`src/ivm_params.svh`:
```
// Constants for the interrupt vector map: vector addresses, watchdog codes
// and the vector-change window. Included by the package and the design.
`ifndef IVM_PARAMS_SVH
`define IVM_PARAMS_SVH

`define IVM_VEC_RESET       16'h0000
`define IVM_VEC_EXT0        16'h0002
`define IVM_VEC_EXT1        16'h0004
`define IVM_VEC_EXT2        16'h0006
`define IVM_VEC_EXT3        16'h0008
`define IVM_VEC_EXT4        16'h000A
`define IVM_VEC_EXT5        16'h000C
`define IVM_VEC_EXT6        16'h000E
`define IVM_VEC_EXT7        16'h0010
`define IVM_VEC_PCI0        16'h0012
`define IVM_VEC_PCI1        16'h0014
`define IVM_VEC_USB_GEN     16'h0016
`define IVM_VEC_USB_EP      16'h0018
`define IVM_VEC_WDOG        16'h001A
`define IVM_VEC_T1_CAPT     16'h001C
`define IVM_VEC_T1_COMPA    16'h001E
`define IVM_VEC_T1_COMPB    16'h0020
`define IVM_VEC_T1_COMPC    16'h0022
`define IVM_VEC_T1_OVF      16'h0024
`define IVM_VEC_T0_COMPA    16'h0026
`define IVM_VEC_T0_COMPB    16'h0028
`define IVM_VEC_T0_OVF      16'h002A
`define IVM_VEC_SPI         16'h002C
`define IVM_VEC_SER_RX      16'h002E
`define IVM_VEC_SER_TXEMPTY 16'h0030
`define IVM_VEC_SER_TX      16'h0032
`define IVM_VEC_ACOMP       16'h0034
`define IVM_VEC_NVM_RDY     16'h0036
`define IVM_VEC_STORE_RDY   16'h0038
`define IVM_VEC_STEP        16'h0002

`define IVM_WDOG_DIV7       15
`define IVM_WDOG_BASE_CYC   2048
`define IVM_WDOG_MAX_CODE   4'h9
`define IVM_CHG_WINDOW      4

`endif

```
`src/ivm_pkg.sv`:
```
// Types shared by the interrupt vector map.
// Assumes the params header is on the include path.
`include "ivm_params.svh"
package ivm_pkg;
  localparam int IVM_NSRC = 28;
  typedef logic [15:0] ivm_addr_t;
  typedef enum logic [1:0] {IVM_IDLE, IVM_OPEN} ivm_chg_t;
endpackage : ivm_pkg

```
`src/ivm_vector_map.sv`:
```
// Vector map: requests to program addresses, vector-select sequence,
// and the watchdog time-out counter for prescale codes 0 to 9 at WDOG_DIV from 1 to 16.
// Assumes requests are synchronous to ref_clk and held until taken.
`timescale 1ns/1ps
`include "ivm_params.svh"
module ivm_vector_map
  import ivm_pkg::*;
#(
  parameter int        WDOG_DIV     = `IVM_WDOG_DIV7,
  parameter ivm_addr_t BOOT_START   = 16'h3800
) (
  // Clock and reset
  input  wire  logic              ref_clk,
  input  wire  logic              rst_b,
  // Reset causes
  input  wire  logic [5:0]        reset_cause,
  // Interrupt requests, bit i is vector i+2
  input  wire  logic [27:0]       irq_req,
  // Vector control bits written by the core
  input  wire  logic              ctl_wr,
  input  wire  logic              vector_select_wr,
  input  wire  logic              vector_change_enable_wr,
  // Watchdog control
  input  wire  logic              wdog_run,
  input  wire  logic              wdog_kick,
  input  wire  logic [3:0]        wdog_prescale,
  // Outputs to the core
  output logic                    vec_valid,
  output ivm_addr_t               vec_addr,
  output logic                    vector_select,
  output logic                    vector_change_enable,
  output logic                    irq_hold,
  output logic                    wdog_early,
  output logic                    wdog_timeout,
  output logic                    wdog_code_bad
);

  // ----------------------------------------------------------------
  // Vector table
  // ----------------------------------------------------------------
  // Base addresses, index i is request bit i
  localparam ivm_addr_t VEC_BASE [IVM_NSRC] = '{
    // External requests
    `IVM_VEC_EXT0,
    `IVM_VEC_EXT1,
    `IVM_VEC_EXT2,
    `IVM_VEC_EXT3,
    `IVM_VEC_EXT4,
    `IVM_VEC_EXT5,
    `IVM_VEC_EXT6,
    `IVM_VEC_EXT7,
    // Pin change
    `IVM_VEC_PCI0,
    `IVM_VEC_PCI1,
    // USB and watchdog
    `IVM_VEC_USB_GEN,
    `IVM_VEC_USB_EP,
    `IVM_VEC_WDOG,
    // 16-bit timer
    `IVM_VEC_T1_CAPT,
    `IVM_VEC_T1_COMPA,
    `IVM_VEC_T1_COMPB,
    `IVM_VEC_T1_COMPC,
    `IVM_VEC_T1_OVF,
    // 8-bit timer
    `IVM_VEC_T0_COMPA,
    `IVM_VEC_T0_COMPB,
    `IVM_VEC_T0_OVF,
    // Serial
    `IVM_VEC_SPI,
    `IVM_VEC_SER_RX,
    `IVM_VEC_SER_TXEMPTY,
    `IVM_VEC_SER_TX,
    // Analog and memory
    `IVM_VEC_ACOMP,
    `IVM_VEC_NVM_RDY,
    `IVM_VEC_STORE_RDY
  };

  // ----------------------------------------------------------------
  // Per-entry offset and priority
  // ----------------------------------------------------------------
  // Lowest pending bit wins; the offset applies to all but reset
  ivm_addr_t           vec_tab [IVM_NSRC];
  ivm_addr_t           boot_ofs;
  logic [IVM_NSRC:0]   lower_pend;
  logic [IVM_NSRC-1:0] grant;

  assign lower_pend[0] = 1'b0;
  for (genvar i = 0; i < IVM_NSRC; i++) begin : g_tab
    assign vec_tab[i]      = VEC_BASE[i] + boot_ofs;
    assign grant[i]        = irq_req[i] && !lower_pend[i];
    assign lower_pend[i+1] = lower_pend[i] | irq_req[i];
  end

  // ----------------------------------------------------------------
  // Vector-select change sequence
  // ----------------------------------------------------------------
  // Select changes only inside the window opened by change enable
  ivm_chg_t   chg_st_q, chg_st_d;
  logic [2:0] chg_cnt_q, chg_cnt_d;
  logic       sel_q, sel_d;
  logic       hold_q, hold_d;
  logic       open_q, open_d;

  always_comb begin
    chg_st_d  = chg_st_q;
    chg_cnt_d = chg_cnt_q;
    sel_d     = sel_q;
    hold_d    = 1'b0;
    case (chg_st_q)
      IVM_IDLE: begin
        if (ctl_wr && vector_change_enable_wr) begin
          chg_st_d  = IVM_OPEN;
          chg_cnt_d = 3'(`IVM_CHG_WINDOW - 1);
          hold_d    = 1'b1;
        end
      end
      IVM_OPEN: begin
        hold_d = 1'b1;
        if (ctl_wr && !vector_change_enable_wr) begin
          sel_d    = vector_select_wr;
          chg_st_d = IVM_IDLE;
        end else if (chg_cnt_q == 3'h0) begin
          chg_st_d = IVM_IDLE;
          hold_d   = 1'b0;
        end else begin
          chg_cnt_d = chg_cnt_q - 3'h1;
        end
      end
      default: chg_st_d = IVM_IDLE;
    endcase
    open_d = (chg_st_d == IVM_OPEN);
  end

  always_ff @(posedge ref_clk) begin
    if (!rst_b) begin
      chg_st_q  <= IVM_IDLE;
      chg_cnt_q <= 3'h0;
      sel_q     <= 1'b0;
      hold_q    <= 1'b0;
      open_q    <= 1'b0;
    end else begin
      chg_st_q  <= chg_st_d;
      chg_cnt_q <= chg_cnt_d;
      sel_q     <= sel_d;
      hold_q    <= hold_d;
      open_q    <= open_d;
    end
  end

  // ----------------------------------------------------------------
  // Watchdog count-clock divider
  // ----------------------------------------------------------------
  // One-cycle count enable every WDOG_DIV clocks
  logic [3:0] div_q, div_d;
  logic       tick_q, tick_d;

  always_comb begin
    div_d  = div_q;
    tick_d = 1'b0;
    if (!wdog_run || wdog_kick) begin
      div_d = 4'h0;
    end else if (div_q == 4'(WDOG_DIV - 1)) begin
      div_d  = 4'h0;
      tick_d = 1'b1;
    end else begin
      div_d = div_q + 4'h1;
    end
  end

  always_ff @(posedge ref_clk) begin
    if (!rst_b) begin
      div_q  <= 4'h0;
      tick_q <= 1'b0;
    end else begin
      div_q  <= div_d;
      tick_q <= tick_d;
    end
  end

  // ----------------------------------------------------------------
  // Prescale decode
  // ----------------------------------------------------------------
  // Registered limit keeps the shifter out of the counter path
  logic [21:0] lim_q, lim_d;
  logic        bad_q, bad_d;

  always_comb begin
    bad_d = (wdog_prescale > `IVM_WDOG_MAX_CODE);
    lim_d = 22'(`IVM_WDOG_BASE_CYC) << wdog_prescale;
    if (bad_d) begin
      lim_d = lim_q;
    end
  end

  always_ff @(posedge ref_clk) begin
    if (!rst_b) begin
      lim_q <= 22'(`IVM_WDOG_BASE_CYC);
      bad_q <= 1'b0;
    end else begin
      lim_q <= lim_d;
      bad_q <= bad_d;
    end
  end

  // ----------------------------------------------------------------
  // Watchdog counter
  // ----------------------------------------------------------------
  // Early warning at the limit, time-out at twice it
  logic [21:0] wcnt_q, wcnt_d;
  logic        early_q, early_d;
  logic        tout_q, tout_d;

  always_comb begin
    wcnt_d  = wcnt_q;
    early_d = 1'b0;
    tout_d  = 1'b0;
    if (!wdog_run || wdog_kick || bad_q) begin
      wcnt_d = 22'h0;
    end else if (tick_q) begin
      wcnt_d  = wcnt_q + 22'h1;
      early_d = (wcnt_d == lim_q);
      if (wcnt_d == (lim_q << 1)) begin
        tout_d = 1'b1;
        wcnt_d = 22'h0;
      end
    end
  end

  always_ff @(posedge ref_clk) begin
    if (!rst_b) begin
      wcnt_q  <= 22'h0;
      early_q <= 1'b0;
      tout_q  <= 1'b0;
    end else begin
      wcnt_q  <= wcnt_d;
      early_q <= early_d;
      tout_q  <= tout_d;
    end
  end

  // ----------------------------------------------------------------
  // Vector selection
  // ----------------------------------------------------------------
  // Reset causes beat requests; requests wait while held
  logic      vv_q, vv_d;
  ivm_addr_t va_q, va_d;

  assign boot_ofs = sel_q ? BOOT_START : 16'h0000;

  always_comb begin
    vv_d = 1'b0;
    va_d = va_q;
    if (|reset_cause) begin
      vv_d = 1'b1;
      va_d = `IVM_VEC_RESET;
    end else if (!hold_q && (|irq_req)) begin
      vv_d = 1'b1;
      for (int k = 0; k < IVM_NSRC; k++) begin
        if (grant[k]) begin
          va_d = vec_tab[k];
        end
      end
    end
  end

  always_ff @(posedge ref_clk) begin
    if (!rst_b) begin
      vv_q <= 1'b0;
      va_q <= 16'h0000;
    end else begin
      vv_q <= vv_d;
      va_q <= va_d;
    end
  end

  // ----------------------------------------------------------------
  // Outputs
  // ----------------------------------------------------------------
  // Every output is a flop
  assign vec_valid            = vv_q;
  assign vec_addr             = va_q;
  assign vector_select        = sel_q;
  assign vector_change_enable = open_q;
  assign irq_hold             = hold_q;
  assign wdog_early           = early_q;
  assign wdog_timeout         = tout_q;
  assign wdog_code_bad        = bad_q;

endmodule : ivm_vector_map

```
`config.mk`:
```
export PLATFORM = sky130hd
export DESIGN_NAME = ivm_vector_map
export DESIGN_NICKNAME = d
export VERILOG_FILES = /design/src/ivm_pkg.sv /design/src/ivm_vector_map.sv
export VERILOG_INCLUDE_DIRS = /design/src /design/src/src
export SDC_FILE = /design/constraint.sdc
export NUM_CORES = 1
export LEC_CHECK = 0
export ABC_AREA = 1
export BUFFER_PORTS_ARGS = -buffer_cell sky130_fd_sc_hd__clkbuf_2
export CAP_MARGIN = 20
export CORE_MARGIN = 5
export CORE_UTILIZATION = 50
export CTS_CLUSTER_SIZE = 10
export DETAILED_ROUTE_END_ITERATION = 8
export GPL_TIMING_DRIVEN = 1
export PLACE_DENSITY_LB_ADDON = 0.3
export SYNTH_ARGS = -nofsm -noshare
export SYNTH_HDL_FRONTEND = slang
export SYNTH_SLANG_ARGS = --single-unit
```
`constraint.sdc`:
```
create_clock -name ref_clk -period 3.3 [get_ports ref_clk]
set_input_delay 0.165 -clock ref_clk [delete_from_list [all_inputs] [get_ports ref_clk]]
set_output_delay 0.165 -clock ref_clk [all_outputs]
set_load 0.05 [all_outputs]
```
==> results.txt <==
The CTS tree is built. The detailed-route wire length per cell came out at about 12 µm. The number of enable flip-flop cells after synthesis is 0. 0 antenna diodes ended up in the layout. The CTS clock-pin slew for the worst setup and hold paths is ~110 ps. The number of setup buffers added after CTS came out at 0. The share of power burned in the clock network came out at 32.3%.

The power dissipated by switching net loads is about 0.34 mW. The highest attainable clock frequency is 401.3 MHz. The final cell utilization of the core is 57.13%.

The run finished with clean final reports. The mapped cell area came out at 3676 µm². The clock tree skew after final layout came out at a little under 9 ps.

The row count came out at 31. The number of hold violations in the final report was 0. The longest individual stage delay on the worst path came out at 490 ps. The tree is rooted in a sky130_fd_sc_hd__clkbuf_8. The register area is 1121 µm². The power per cell area is between 200 and 300 nW/µm². The die is 95.75 µm tall. The relative max-transition margin is approximately 62%. The post-placement cell count came out at 745. Sequential cells were found to cover 30.50% of the synthesized design area.

The count of pins over their slew limit is 0. The share of total power dissipated in combinational logic is 11.2%. The peak ir drop on the vdd network came out at 0.2850 mV. For the finished layout, the period the worst path requires is 2492 ps. The final critical path takes up 75.51% of the cycle.

The critical path in this run is classified as reg2reg. The number of design-rule violations left by the first detailed-router iteration is around 230. Dividing the detail-routed via count by the number of cells gives 5.093. The number of vias in the routed layout came out at 3,835. Entering global routing, the biggest net connects 32 pins. Setup repair after global routing left no endpoint under its margin. In this run the static leakage power is 1.724 nW.

The die span in x came out at 95.75 µm. The path class of the tightest hold or removal check is in2reg. The via count of the first global-routing pass came out at about 3,600. The starting density of the core came out at between 50% and 60%. The fraction of layout instances using a drive strength above 1 came out at 15.44%. The final-layout fill cell count came out at roughly 740. The instance count of the mapped netlist is between 500 and 600. For the worst setup path, the data arrival time is ~2700 ps.

The count of maximum capacitance violations is 0. The Yosys step of the flow raised 0 warnings. The depth of the CTS H-tree came out at 2. The number of different library cells in the post-synthesis netlist is 43. The largest total area in the synthesized netlist belongs to sky130_fd_sc_hd__dfxtp_1.

The layout overhead on the synthesized area came out at 12.12%. The worst setup path is captured at a flop. The sequential cell fraction of total power is 56.5%.

Leaving out fill and tap cells, the most frequent cells in the layout are sky130_fd_sc_hd__nand2_1 (148), sky130_fd_sc_hd__nor2_1 (107), sky130_fd_sc_hd__inv_1 (68). The maximum fanout along the worst path came out at 11. In the post-synthesis netlist, the biggest area contributors are sky130_fd_sc_hd__dfxtp_1 (30%), sky130_fd_sc_hd__nand2_1 (15%), sky130_fd_sc_hd__nor2_1 (11%). The detailed-route wire length came out at 8897 µm.

For the pin with the worst max-slew slack, the measured transition is 562.0 ps. The number of clock sinks came out at 56. The area of the core is 7214 µm². The multi-input gate area in the final layout is 2202 µm².

The post-synthesis average cell area came out at roughly 6 µm². The number of buffers inserted by hold repair at cts came out at 0. The library cell used most frequently in the layout, excluding fill and tap cells, is sky130_fd_sc_hd__nand2_1. Traced cell by cell, the critical path runs through ha_1, nand3_2, nor2_1, nand3_1, nand2_1, nand2_1, nand2_1, nand2_1, nor2_1, nand2_1, nor2_2, nand3_2, nand2_2, a21oi_1.

The count of buffers inserted at the top-level ports came out at 59. The number of instances resized during post-cts repair came out at 0. The detail route stage leaves a number of antenna-violating nets equal to 0. The internal power component came out at between 0.8 and 0.9 mW. The proportion of register bits with asynchronous set or reset after synthesis is 0%. The number of buffers inserted during clock tree synthesis came out at 5. The total die area came out at 9167 µm². The required time of the critical path is 3500 ps. The post-DP HPWL is 7212 µm. The congestion estimate from routability-driven global placement came to 0.8856. The final net count came out at 703.

The first detailed-routing pass took 5 iterations. The final non-filler cell total came out at between 700 and 800. In the final timing run, aggregate negative setup slack is 0 ps. The detailed-route DRC error count is 0. The cell seen most often among critical-path stages is sky130_fd_sc_hd__nand2_1. Global routing used 20.02% of the available tracks.

Among all stages on the critical path, the largest delay is contributed by sky130_fd_sc_hd__dfxtp_1. The worst setup path is launched from a flop. The aggregate global routing overflow is 0.

The initial antenna violation count was 0. The first-pass GRT wire length came out at 14,990 µm. The final-report setup violation count is 0. The clock network latency to the later pin of the worst-skew pair came out at just over 300 ps. The buffer depth of the longest clock path is 2. For this run, the leading register cell type out of synthesis is sky130_fd_sc_hd__dfxtp_1.

The top cell type by area accounts for roughly 30% of the synthesized area. 68 I/O pins were placed. The switching part of the total power is 27.85%. After synthesis the netlist holds a flip-flop and latch count of 56.
[power groups by stage]
stage | clock [mW] | combinational (mW) | sequential, mW
floorplan | 0 | 0.0845 | 0.714
global placement | 0 | 0.133 | 0.708
detailed placement | 0 | 0.137 | 0.708
CTS | 0.407 | 0.137 | 0.693
global route | 0.431 | 0.153 | 0.694
finish | 0.396 | 0.137 | 0.693
[cells in the mapped netlist, drive strengths merged (3+ instances only)]
master / number
nor2: 114
nand4: 10
ha: 5
buf: 12
o21bai: 4
clkbuf: 6
o21ai: 18
inv: 71
nor4: 3
o211ai: 4
a21oi: 31
nor3: 11
nand3: 53
xor2: 7
xnor2: 4
nand2: 163
dfxtp: 56
[per-stage QoR]
| stage | worst slack [ps] | power, mW | hold WS (ps) | cell area, µm² |
|---|---|---|---|---|
| after floorplan | 1276 | 0.7984 | 276.0 | 3706 |
| after global placement | 976.6 | 0.8410 | 409.9 | 4028 |
| after detailed placement | 838.8 | 0.8452 | 412.9 | 4028 |
| after CTS | 815.9 | 1.237 | 73.92 | 4121 |
| after global routing | 534.7 | 1.279 | 74.95 | 4121 |
| final | 808.1 | 1.226 | 80.91 | 4121 |
[cell type report]
type / count / area share [%]
Inverter: 72 / 6.557
Clock inverter: 3 / 0.6072
Clock buffer: 5 / 1.670
Timing Repair Buffer: 61 / 7.529
Sequential cell: 56 / 27.20
Multi-Input combinational cell: 457 / 53.43
Tap cell: 99 / 3.005
[metal layers]
layer | part of all wire [%] | wire, µm | GRT usage, %
met1 | 46 | 4066 | 24.86
met2 | 48 | 4301 | 35.73
met3 | 4.1 | 362 | 2.737
met4 | 1.9 | 167 | 6.161
met5 | 0 | 0 | 0
[sequential cells by signal, indices dropped and copies added (netlist names)]
name / count
wcnt_q: 22
wdog_code_bad: 1
tick_q: 1
vec_addr: 6
vector_select: 1
vector_change_enable: 1
div_q: 4
chg_st_q: 2
wdog_timeout: 1
vec_valid: 1
lim_q: 11
irq_hold: 1
chg_cnt_q: 3
wdog_early: 1
[critical path: cells and delay by family, from the launching register on]
kind / cells / cell delay (ps)
AOI/OAI and AO/OA: 1 / 70
adders and majority gates: 1 / 310
DFF: 1 / 490
and+or+nand+nor: 12 / 1510
[worst paths after layout]
kind                          from       endpoint  slack, ps  depth (start not counted)
hold reg to reg          lim_q[21]      lim_q[21]        470                          2
setup / recovery         wcnt_q[0]     wcnt_q[12]        810                         14
hold / removal    vector_select_wr  vector_select         80                          3
setup reg to reg         wcnt_q[0]     wcnt_q[12]        810                         14
[cell families after synthesis]
family	after synthesis	share of synthesized area, %
other	1	0.1020
and+or+nand+nor	359	42.34
adders and majority gates	5	1.702
buffers and inverters	90	10.41
AOI/OAI and AO/OA	72	11.71
DFF	56	30.50
xor gates and xnor gates	12	3.233
Note: power is estimated with default switching activity, not from simulation.
